[config.mk]
export PLATFORM = sky130hd
export DESIGN_NAME = asramc_ctrl
export DESIGN_NICKNAME = d
export VERILOG_FILES = /design/src/pkg/asramc_pkg.sv /design/src/pkg/asramc_cnt_if.sv /design/src/asramc_ctrl.sv /design/src/asramc_timer.sv
export VERILOG_INCLUDE_DIRS = /design/src /design/src/pkg
export SDC_FILE = /design/constraint.sdc
export NUM_CORES = 1
export LEC_CHECK = 0
export BUFFER_PORTS_ARGS = -buffer_cell sky130_fd_sc_hd__buf_2
export CORE_ASPECT_RATIO = 0.7
export CORE_MARGIN = 8
export CORE_UTILIZATION = 44
export CTS_CLUSTER_DIAMETER = 200
export DETAILED_ROUTE_END_ITERATION = 8
export PLACE_DENSITY = 0.75
export SYNTH_ARGS = -nofsm -noshare
export SYNTH_HDL_FRONTEND = slang
export SYNTH_SLANG_ARGS = --single-unit
[constraint.sdc]
create_clock -name ref_clk -period 1.5 [get_ports ref_clk]
set_input_delay 0.225 -clock ref_clk [delete_from_list [all_inputs] [get_ports ref_clk]]
set_output_delay 0.225 -clock ref_clk [all_outputs]
set_load 0.1 [all_outputs]
[src/pkg/asramc_map.svh]
/*
 * Timing constants of the external asynchronous memory controller:
 * printed times in ns and derived cycle counts at the 50 MHz ref_clk.
 * Assumes it is included by bare name; holds definitions only.
 */
`ifndef ASRAMC_MAP_SVH
`define ASRAMC_MAP_SVH

// -----------------------------------------------------------------------
// clock
// -----------------------------------------------------------------------
`define ASRAMC_CLK_PERIOD_NS 20

// -----------------------------------------------------------------------
// slowest grade figures (ns); controller meets every grade with these
// -----------------------------------------------------------------------
`define ASRAMC_CYCLE_TIME_NS 12
`define ASRAMC_ADDRESS_ACCESS_TIME_NS 12
`define ASRAMC_SELECT_ACCESS_TIME_NS 12
`define ASRAMC_DRIVE_ACCESS_TIME_NS 7
`define ASRAMC_ADDR_TO_WRITE_END_NS 10
`define ASRAMC_WRITE_PULSE_NS 9
`define ASRAMC_SELECT_TO_WRITE_END_NS 9
`define ASRAMC_DATA_SETUP_TIME_NS 6
`define ASRAMC_RELEASE_NS 6

// -----------------------------------------------------------------------
// derived counts: least times round up, never below one cycle
// -----------------------------------------------------------------------
`define ASRAMC_CEIL_CYC(ns) \
    ((((ns) + `ASRAMC_CLK_PERIOD_NS - 1) / `ASRAMC_CLK_PERIOD_NS) < 1 ? 1 : \
     (((ns) + `ASRAMC_CLK_PERIOD_NS - 1) / `ASRAMC_CLK_PERIOD_NS))
`define ASRAMC_READ_CYC (`ASRAMC_CEIL_CYC(`ASRAMC_ADDRESS_ACCESS_TIME_NS))
`define ASRAMC_WRITE_CYC (`ASRAMC_CEIL_CYC(`ASRAMC_ADDR_TO_WRITE_END_NS))
`define ASRAMC_TURN_CYC (`ASRAMC_CEIL_CYC(`ASRAMC_RELEASE_NS))

// -----------------------------------------------------------------------
// array shape
// -----------------------------------------------------------------------
`define ASRAMC_ADDR_W 15
`define ASRAMC_DATA_W 8

`endif

[src/pkg/asramc_pkg.sv]
/*
 * Types of the asynchronous memory controller.
 * Assumes asramc_map.svh is on the include path.
 */
`include "asramc_map.svh"

package asramc_pkg;
    typedef enum logic [2:0] {
        ASRAMC_IDLE,
        ASRAMC_RD_ACCESS,
        ASRAMC_RD_TURN,
        ASRAMC_WR_SETUP,
        ASRAMC_WR_PULSE,
        ASRAMC_WR_HOLD
    } asramc_state_t;
endpackage : asramc_pkg

[src/pkg/asramc_cnt_if.sv]
/*
 * Carrier between the sequencer and its phase timer.
 * Assumes both ends share ref_clk.
 */
`timescale 1ns/1ps
`default_nettype none

interface asramc_cnt_if;
    logic load;
    logic [3:0] count;
    logic done;
    modport seq (output load, output count, input done);
    modport tmr (input load, input count, output done);
endinterface : asramc_cnt_if

`default_nettype wire

[src/asramc_ctrl.sv]
/*
 * Controller for a 32K x 8 asynchronous static memory: turns one-word
 * read and write requests into chip select, write strobe, output drive
 * and data pin activity with the slowest grade timing.
 * Assumes the memory sits on the pins directly; the testbench resolves
 * the data_pins wire from data_pins_oe.
 */
// Functional notes
// - read keeps strobe high, select and drive low
// - read cycle long enough for address access
// - address valid before select falls
// - write cycle meets least cycle time
// - address held long enough before write end
// - strobe pulse meets least width
// - write data stable before write end
// - select held long enough in write
`timescale 1ns/1ps
`default_nettype none

`include "asramc_map.svh"

module asramc_ctrl
    import asramc_pkg::*;
#(
    parameter int ADDR_W = `ASRAMC_ADDR_W,
    parameter int DATA_W = `ASRAMC_DATA_W
) (
    input wire logic ref_clk,
    input wire logic reset_n,
    input wire logic req_valid,
    output logic req_ready,
    input wire logic req_write,
    input wire logic [ADDR_W-1:0] req_addr,
    input wire logic [DATA_W-1:0] req_wdata,
    output logic rsp_valid,
    output logic [DATA_W-1:0] rsp_rdata,
    output logic [ADDR_W-1:0] address_pins,
    output logic select_n,
    output logic write_n,
    output logic drive_n,
    input wire logic [DATA_W-1:0] data_pins_in,
    output logic [DATA_W-1:0] data_pins_out,
    output logic data_pins_oe
);
    asramc_state_t state_r;
    asramc_cnt_if cnt ();
    logic [DATA_W-1:0] din_meta_r;
    logic [DATA_W-1:0] din_sync_r;

    function automatic logic [3:0] cyc4(input int n);
        cyc4 = 4'(n);
    endfunction : cyc4

    asramc_timer u_timer (
        .ref_clk(ref_clk),
        .reset_n(reset_n),
        .cnt(cnt)
    );

    // -------------------------------------------------------------------
    // pin input synchroniser
    // -------------------------------------------------------------------
    // two stages since the memory answers with no relation to ref_clk;
    // the extra latency is covered by the read access phase length
    always_ff @(posedge ref_clk) begin
        if (!reset_n) begin
            din_meta_r <= '0;
            din_sync_r <= '0;
        end else begin
            din_meta_r <= data_pins_in;
            din_sync_r <= din_meta_r;
        end
    end

    // -------------------------------------------------------------------
    // sequencer
    // -------------------------------------------------------------------
    assign req_ready = (state_r == ASRAMC_IDLE);

    // timer loads on entry to each timed phase
    always_comb begin
        cnt.load = 1'b0;
        cnt.count = 4'h0;
        case (state_r)
            ASRAMC_IDLE: begin
                if (req_valid) begin
                    cnt.load = 1'b1;
                    cnt.count = req_write ? cyc4(1) : cyc4(`ASRAMC_READ_CYC + 2);
                end
            end
            ASRAMC_WR_SETUP: begin
                if (cnt.done) begin
                    cnt.load = 1'b1;
                    cnt.count = cyc4(`ASRAMC_WRITE_CYC);
                end
            end
            ASRAMC_RD_ACCESS: begin
                if (cnt.done) begin
                    cnt.load = 1'b1;
                    cnt.count = cyc4(`ASRAMC_TURN_CYC);
                end
            end
            default: begin
                cnt.load = 1'b0;
            end
        endcase
    end

    // state advance
    always_ff @(posedge ref_clk) begin
        if (!reset_n) begin
            state_r <= ASRAMC_IDLE;
        end else begin
            case (state_r)
                ASRAMC_IDLE: begin
                    if (req_valid) begin
                        state_r <= req_write ? ASRAMC_WR_SETUP : ASRAMC_RD_ACCESS;
                    end
                end
                ASRAMC_RD_ACCESS: begin
                    if (cnt.done) begin
                        state_r <= ASRAMC_RD_TURN;
                    end
                end
                ASRAMC_RD_TURN: begin
                    if (cnt.done) begin
                        state_r <= ASRAMC_IDLE;
                    end
                end
                ASRAMC_WR_SETUP: begin
                    if (cnt.done) begin
                        state_r <= ASRAMC_WR_PULSE;
                    end
                end
                ASRAMC_WR_PULSE: begin
                    if (cnt.done) begin
                        state_r <= ASRAMC_WR_HOLD;
                    end
                end
                ASRAMC_WR_HOLD: begin
                    state_r <= ASRAMC_IDLE;
                end
                default: begin
                    state_r <= ASRAMC_IDLE;
                end
            endcase
        end
    end

    // -------------------------------------------------------------------
    // address and write data pins
    // -------------------------------------------------------------------
    // address set on the take, a cycle before select falls
    always_ff @(posedge ref_clk) begin
        if (!reset_n) begin
            address_pins <= '0;
            data_pins_out <= '0;
        end else if (req_ready && req_valid) begin
            address_pins <= req_addr;
            data_pins_out <= req_wdata;
        end
    end

    // -------------------------------------------------------------------
    // control pins, all registered so they never glitch
    // -------------------------------------------------------------------
    always_ff @(posedge ref_clk) begin
        if (!reset_n) begin
            select_n <= 1'b1;
            write_n <= 1'b1;
            drive_n <= 1'b1;
            data_pins_oe <= 1'b0;
        end else begin
            case (state_r)
                ASRAMC_IDLE: begin
                    select_n <= 1'b1;
                    write_n <= 1'b1;
                    drive_n <= 1'b1;
                    data_pins_oe <= 1'b0;
                end
                ASRAMC_RD_ACCESS: begin
                    select_n <= cnt.done;
                    write_n <= 1'b1;
                    drive_n <= cnt.done;
                    data_pins_oe <= 1'b0;
                end
                ASRAMC_WR_SETUP: begin
                    select_n <= 1'b0;
                    write_n <= !cnt.done;
                    drive_n <= 1'b1;
                    data_pins_oe <= 1'b1;
                end
                ASRAMC_WR_PULSE: begin
                    select_n <= 1'b0;
                    write_n <= cnt.done;
                    drive_n <= 1'b1;
                    data_pins_oe <= 1'b1;
                end
                default: begin
                    // hold data one cycle past select end
                    select_n <= 1'b1;
                    write_n <= 1'b1;
                    drive_n <= 1'b1;
                    data_pins_oe <= (state_r == ASRAMC_WR_HOLD);
                end
            endcase
        end
    end

    // -------------------------------------------------------------------
    // read answer
    // -------------------------------------------------------------------
    // sample after access times
    always_ff @(posedge ref_clk) begin
        if (!reset_n) begin
            rsp_valid <= 1'b0;
            rsp_rdata <= '0;
        end else begin
            rsp_valid <= (state_r == ASRAMC_RD_ACCESS) && cnt.done;
            if ((state_r == ASRAMC_RD_ACCESS) && cnt.done) begin
                rsp_rdata <= din_sync_r;
            end
        end
    end
endmodule : asramc_ctrl

`default_nettype wire

[src/asramc_timer.sv]
/*
 * Phase timer: counts down a loaded number of ref_clk cycles.
 * Assumes load comes from logic on the same clock.
 */
`timescale 1ns/1ps
`default_nettype none

module asramc_timer (
    input wire logic ref_clk,
    input wire logic reset_n,
    asramc_cnt_if.tmr cnt
);
    logic [3:0] remain_r;

    // -------------------------------------------------------------------
    // down counter; done once it reaches zero
    // -------------------------------------------------------------------
    always_ff @(posedge ref_clk) begin
        if (!reset_n) begin
            remain_r <= 4'h0;
        end else if (cnt.load) begin
            remain_r <= cnt.count;
        end else if (remain_r != 4'h0) begin
            remain_r <= remain_r - 4'h1;
        end
    end

    // done must not look at load: the sequencer loads on done, and a
    // path back through load would close a combinational loop
    assign cnt.done = (remain_r == 4'h0);
endmodule : asramc_timer

`default_nettype wire
==> results.sh, run 1 <==
export IMPL_slew_viol_final=0
export IMPL_async_flop_share_pct=0
export IMPL_hold_violations=0
export IMPL_tightest_slew_ns=0.4971
export IMPL_status="complete, but fails checks"
export IMPL_crit_chain="inv_2 -> ha_4 -> or3b_1 -> or3_1 -> o21ai_1 -> a21oi_1"
export IMPL_die_area_um2=7080
export IMPL_grt_busiest_layer="met2"
export IMPL_routed_wl_mm=4.954
export IMPL_maxCapViolCount=0
export IMPL_postSynthAreaPerCell_um2=8.868
export IMPL_crit_arrival_ns=1.76
export IMPL_floorplan_initialDensity_pct=46.37
export IMPL_critical_path_top_delay_family="simple AND/OR/NAND/NOR gates"
export IMPL_slowest_delay_ns=0.36
export IMPL_synth_edf_count=0
export IMPL_drtPass1Iterations=4
export IMPL_grt_first_pass_wirelength_mm=7.914
export IMPL_ys_types=31
export IMPL_hold_buffers=0
export IMPL_fin_ws_ns=-0.04546
export IMPL_endpoint_kind="flop"
export IMPL_multi_input_area_um2=803.3
export IMPL_crit_required_ns=1.71
export IMPL_grt_pass1_vias=1740
export IMPL_slew_headroom_pct=67.08
export IMPL_viasPerCell=4.799
export IMPL_cp_num_buf_inv=1
export IMPL_yosys_warnings=0
export IMPL_dpl_instance_area_um2=2531
export IMPL_whs_ns=0.09835
export IMPL_fin_setup_tns_ns=-0.06609
export IMPL_period_minus_slack_ns=1.545
export IMPL_gr_usage_met2_pct=22.08
export IMPL_dp_hpwl_mm=3.355
export IMPL_clk_pin_slew_ns=0.06
export IMPL_clkLatencyLatePin_ns=0.33
export IMPL_grt_use_met1_pct=14.41
export IMPL_p_leak_nw=1.273
export IMPL_crit_type="flop to flop"
export IMPL_rows=20
export IMPL_die_x_um=97.20
export IMPL_cts_tree="done"
export IMPL_overflow=0
export IMPL_track_usage_pct=13.94
export IMPL_fin_crit_sh_pct=103.0
export IMPL_drive_gt1_share_pct=35.85
export IMPL_area_growth_pct=37.58
export IMPL_wl_per_cell_um=13.28
export IMPL_cts_buffer_depth=2
export IMPL_htreeDepth=3
export IMPL_cts_buffers=9
export IMPL_r2r_slack_ns=-0.05
export IMPL_start_kind="flop"
export IMPL_num_vias=1790
export IMPL_peakVddDrop_mv=1.092
export IMPL_stdcell_area_um2=2794
export IMPL_fp_coreArea_um2=4379
export IMPL_ant_nets=0
export IMPL_ys_flop_type="dfxtp_1"
export IMPL_hold_path_class="input port to flop"
export IMPL_nets=352
export IMPL_cp_max_fo=2
export IMPL_rsz0062_at_grt="yes"
export IMPL_antenna_found_initial=0
export IMPL_die_h_um=72.84
export IMPL_gp_congestion=0.7831
export IMPL_io_buffers=71
export IMPL_p_per_area_nw_per_um2=1897
export IMPL_fill_cells=366
export IMPL_netlist_area_um2=2031
export IMPL_ios=72
export IMPL_drt_iter0_markers=72
export IMPL_fin_worst_skew_ns=0.007321
export IMPL_synth_cells=229
export IMPL_seq_area_um2=1184
export IMPL_cts_sinks=59
export IMPL_violations="negative setup slack"
export IMPL_synth_nets=266
export IMPL_grtUsageMet3_pct=7.190
export IMPL_ys_seq_area_share_pct=58.16
export IMPL_fmax_mhz=647.1
export IMPL_grt_max_degree=32
export IMPL_post_route_util_pct=63.80
export IMPL_crit_slowest_cell="or3b_1"
export IMPL_drc=0
export IMPL_cts_root_buf="clkbuf_8"
export IMPL_ys_ff_latch=59
export IMPL_diodes=0
export IMPL_setup_viol=2
==> sequential cells by signal (all words and copies together), names as in the netlist, 3 cells and up <==
register          flops
address_pins         15
u_timer.remain_r      4
state_r               3
din_meta_r            8
rsp_rdata             8
data_pins_out         8
din_sync_r            8
==> layer usage <==
metal  vias to the layer above  share of wire (%)
met2                        52                 47
met5                         -                  0
met1                       814                 43
met3                         8                7.6
met4                         0                1.8
li1                        916                  -
==> cell families (layout without fill, tap and decap cells) <==
logic type	after synthesis	count (layout)	synth area share (%)
adder cells (fa/ha/maj)	2	2	1.232
XOR/XNOR	2	2	0.8628
AO/OA/AOI/OAI	42	42	11.03
flip-flops	59	59	58.16
buffers and inverters	16	105	4.005
AND/OR/NAND/NOR	108	108	24.71
==> worst register-to-register path, delay by kind of cell (launching register included) <==
kind | cells | cell delay, ns
adders and majority gates | 1 | 0.14
AOI/OAI and AO/OA | 2 | 0.16
buffers and inverters | 1 | 0.08
and+or+nand+nor | 2 | 0.72
DFF | 1 | 0.33
==> through the flow <==
stage,power [mW],setup WS [ns],cells
finish,5.301,-0.04546,373
global route,5.555,-0.1243,373
CTS,5.239,0.006530,371
detailed placement,3.722,0.001083,355
global placement,3.693,0.04324,355
floorplan,3.327,-0.4564,229
==> Yosys cell counts (2+ instances only) <==
master	instances	area, um^2
and2_1	17	106.4
clkbuf_1	6	22.52
nand2_1	61	229.0
buf_2	2	10.01
nor3_1	2	10.01
a21oi_1	35	175.2
buf_4	3	22.52
inv_1	2	7.510
dfxtp_1	59	1181
nor2_1	8	30.03
ha_1	2	25.02
o21ai_0	2	10.01
nand3_1	11	55.05
xnor2_1	2	17.52
==> power breakdown <==
group	internal, mW	total [mW]	switching [mW]
combinational	0.616	2.02	1.40
clock	0.881	1.43	0.554
sequential	1.74	1.85	0.106
total	3.24	5.30	2.06
==> area by class of cell <==
class | instances | area share (%)
Clock buffer | 12 | 5.911
Clock inverter | 2 | 1.254
Inverter | 3 | 0.4030
Multi-Input combinational cell | 154 | 28.75
Sequential cell | 59 | 42.36
Tap cell | 55 | 2.463
Timing Repair Buffer | 88 | 18.85
==> timing repair <==
action | in CTS | in global routing
setup endpoints to repair | 3 | 14
gates resized for setup | 5 | 5
setup buffers | 2 | 2
pin swaps | 0 | 2
==> cells in the final DEF, fill, tap and decap left out, drive strengths merged <==
cell type   n
nor3        3
or3b        1
or3         1
inv         3
nor3b       2
nand3b      1
ha          2
a21oi      35
nand3      11
and2       17
nand2b      1
a22oi       1
buf        88
a21o        1
nor2        8
o311a       1
dfxtp      59
o22a        1
clkbuf     12
nor2b       1
o21ai       3
clkinv      1
nand2      62
bufinv      1
xnor2       2
==> final timing paths <==
kind | from | to | cells past startpoint
worst max-delay path | u_timer.remain_r[0]$_SDFFE_PN0P_ | u_timer.remain_r[0]$_SDFFE_PN0P_ | 6
worst min-delay path | data_pins_in[3] | din_meta_r[3]$_SDFF_PN0_ | 2
worst max register to register | u_timer.remain_r[0]$_SDFFE_PN0P_ | u_timer.remain_r[0]$_SDFFE_PN0P_ | 6
worst min register to register | din_meta_r[1]$_SDFF_PN0_ | din_sync_r[1]$_SDFF_PN0_ | 1
Note: power is estimated with default switching activity, not from simulation.
==> run 2, diff against run 1 <==
ABC_AREA = 1   (was default)
PLACE_DENSITY = 0.74   (was 0.75)
==> results.sh, run 2 <==
export IMPL_status="complete, no violations"
export IMPL_top_register="address_pins"
export IMPL_rows=21
export IMPL_cp_max_fo=5
export IMPL_period_minus_slack_ns=1.414
export IMPL_p_per_area_nw_per_um2=2157
export IMPL_crit_required_ns=1.27
export IMPL_synth_area_leaders="dfxtp_1, nand2_1, nand3_1"
export IMPL_final_cell_mix="nand2_1, buf_2, dfxtp_1"
export IMPL_drive_gt1_share_pct=31.83
export IMPL_antenna_found_initial=0
export IMPL_cts_buffers=9
export IMPL_num_vias=1945
export IMPL_rsz0062_at_grt="no"
export IMPL_overflow=0
export IMPL_crit_type="flop to output port"
export IMPL_largest_reg_flops=15
export IMPL_ios=72
export IMPL_fmax_mhz=707.4
export IMPL_htreeDepth=3
export IMPL_async_flop_share_pct=0
export IMPL_floorplan_initialDensity_pct=45.44
export IMPL_tightest_slew_ns=0.5061
export IMPL_min_from="data_pins_in[2]"
export IMPL_layout_commonest_cell="nand2_1"
export IMPL_synth_edf_count=0
export IMPL_ys_types=27
export IMPL_cts_sinks=59
export IMPL_synth_most_common_cell="nand2_1"
export IMPL_clkLatencyLatePin_ns=0.33
export IMPL_fp_coreArea_um2=4756
export IMPL_synth_nets=307
export IMPL_die_area_um2=7445
export IMPL_fin_crit_sh_pct=94.24
export IMPL_hold_violations=0
export IMPL_clk_pin_slew_ns=0.06
export IMPL_fill_cells=427
export IMPL_yosys_area_top_type_share_pct=54.66
export IMPL_ant_nets=0
export IMPL_dp_hpwl_mm=3.539
export IMPL_netlist_area_um2=2161
export IMPL_postSynthAreaPerCell_um2=8.003
export IMPL_r2r_end="rsp_rdata[6]$_SDFFE_PN0P_"
export IMPL_holdPathStages=3
export IMPL_yosys_top_cells_count="nand2_1, dfxtp_1, nand3_1, inv_1, a21oi_1"
export IMPL_wl_per_cell_um=11.92
export IMPL_r2r_start="u_timer.remain_r[1]$_SDFFE_PN0P_"
export IMPL_area_growth_pct=31.85
export IMPL_die_h_um=74.63
export IMPL_synth_area_leader_cell="dfxtp_1"
export IMPL_drt_iter0_markers=91
export IMPL_post_route_util_pct=59.91
export IMPL_ys_ff_latch=59
export IMPL_synth_cells=270
export IMPL_cts_root_buf="clkbuf_8"
export IMPL_r2r_slack_ns=0.13
export IMPL_hold_path_class="input port to flop"
export IMPL_crit_arrival_ns=1.19
export IMPL_grt_pass1_vias=1917
export IMPL_endpoint_kind="output port"
export IMPL_setup_viol=0
export IMPL_slew_headroom_pct=66.49
export IMPL_io_buffers=71
export IMPL_diodes=0
export IMPL_viasPerCell=4.587
export IMPL_hold_buffers=0
export IMPL_cts_tree="done"
export IMPL_nets=388
export IMPL_p_leak_nw=1.494
export IMPL_maxCapViolCount=0
export IMPL_die_x_um=99.76
export IMPL_drc=0
export IMPL_slew_viol_final=0
export IMPL_fin_setup_tns_ns=0
export IMPL_hold_end="din_meta_r[2]$_SDFF_PN0_"
export IMPL_ys_seq_area_share_pct=54.66
export IMPL_start_kind="flop"
export IMPL_cts_buffer_depth=2
export IMPL_yosys_warnings=0
export IMPL_rr_worst_depth=9
export IMPL_ys_flop_type="dfxtp_1"
export IMPL_drtPass1Iterations=4
export IMPL_gp_congestion=0.8209
export IMPL_grt_first_pass_wirelength_mm=8.259
export IMPL_grt_max_degree=25
export IMPL_whs_ns=0.07873
export IMPL_routed_wl_mm=5.052
export IMPL_peakVddDrop_mv=0.9852
export IMPL_fin_worst_skew_ns=0.005048
export IMPL_track_usage_pct=14.25
[run 2: cell count changes in the layout (fill, tap and decap cells not counted), moves of 3 or more]
cell and delta:
nor2_4 +3, inv_1 +24, and2_1 -16, a21oi_1 -11
nand2_1 +23, buf_4 -3, nand3_1 +18, nand4_1 +5
[run 2: worst max path at each step]
stage	startpoint	to	slack (ns)	depth (start not counted)
global placement	u_timer.remain_r[0]$_SDFFE_PN0P_	state_r[1]$_SDFFE_PN0P_	0.16	9
detailed placement	u_timer.remain_r[0]$_SDFFE_PN0P_	rsp_rdata[6]$_SDFFE_PN0P_	0.03	9
finish	state_r[1]$_SDFFE_PN0P_	req_ready	0.09	4
CTS	u_timer.remain_r[0]$_SDFFE_PN0P_	rsp_rdata[3]$_SDFFE_PN0P_	0.003	9
floorplan	u_timer.remain_r[0]$_SDFFE_PN0P_	rsp_rdata[0]$_SDFFE_PN0P_	0.25	9
global route	u_timer.remain_r[1]$_SDFFE_PN0P_	rsp_rdata[5]$_SDFFE_PN0P_	0.01	9
[run 2: area by class of cell]
cell class / count / area, um^2 / share of cell area (%)
multi-input cells: 167 / 799.5 / 28.06
repair inverters: 1 / 6.256 / 0.2196
flip-flops and latches: 59 / 1185 / 41.59
well taps: 69 / 86.33 / 3.030
clock buffers: 13 / 158.9 / 5.578
repair buffers: 82 / 452.9 / 15.90
clock inverters: 2 / 35.03 / 1.230
inverters: 31 / 125.1 / 4.392
[run 2: power breakdown]
group | leakage (nW) | switching (mW) | internal, mW
clock | 0.0995 | 0.552 | 0.847
sequential | 0.485 | 0.147 | 1.80
combinational | 0.910 | 2.05 | 0.749
[run 2: per-layer routing]
metal / GRT usage (%) / vias to the layer above / routed length (um)
li1: - / 1009 / -
met1: 14.27 / 893 / 2178
met2: 24.61 / 41 / 2482
met3: 7.664 / 2 / 372
met4: 6.010 / 0 / 19
met5: 0 / - / 0
[run 2: worst max-delay path, cell delays in order, from the launching register on]
cell and delay, ns:
dfxtp_2 0.36, nor2_4 0.14, nand2_4 0.11, inv_8 0.09, buf_12 0.16
[run 2: metrics by stage]
stage / total power [mW] / area (um^2) / setup slack, ns / instances
after global placement: 4.478 / 2580 / 0.1648 / 403
after CTS: 6.022 / 2799 / 0.003430 / 420
final: 6.146 / 2849 / 0.08644 / 424
after detailed placement: 4.500 / 2580 / 0.02708 / 403
after global routing: 6.464 / 2849 / 0.01438 / 424
after floorplan: 4.083 / 2161 / 0.2492 / 270
[run 2: cells by family (layout without fill, tap and decap cells)]
group / after synthesis / count (layout) / share of synthesized area, %
compound gates: 30 / 30 / 7.296
xor+xnor: 2 / 2 / 0.8108
fa+ha+maj: 2 / 2 / 1.158
buf+inv: 44 / 129 / 9.380
flops: 59 / 59 / 54.66
simple gates: 133 / 133 / 26.69
[run 2: what timing repair did]
action                                  4_1_cts  5_1_grt
resized for setup                             4        6
setup buffers                                 1        4
endpoints found under the setup margin        1       12
gates cloned                                  1        0
pin swaps                                     1        1
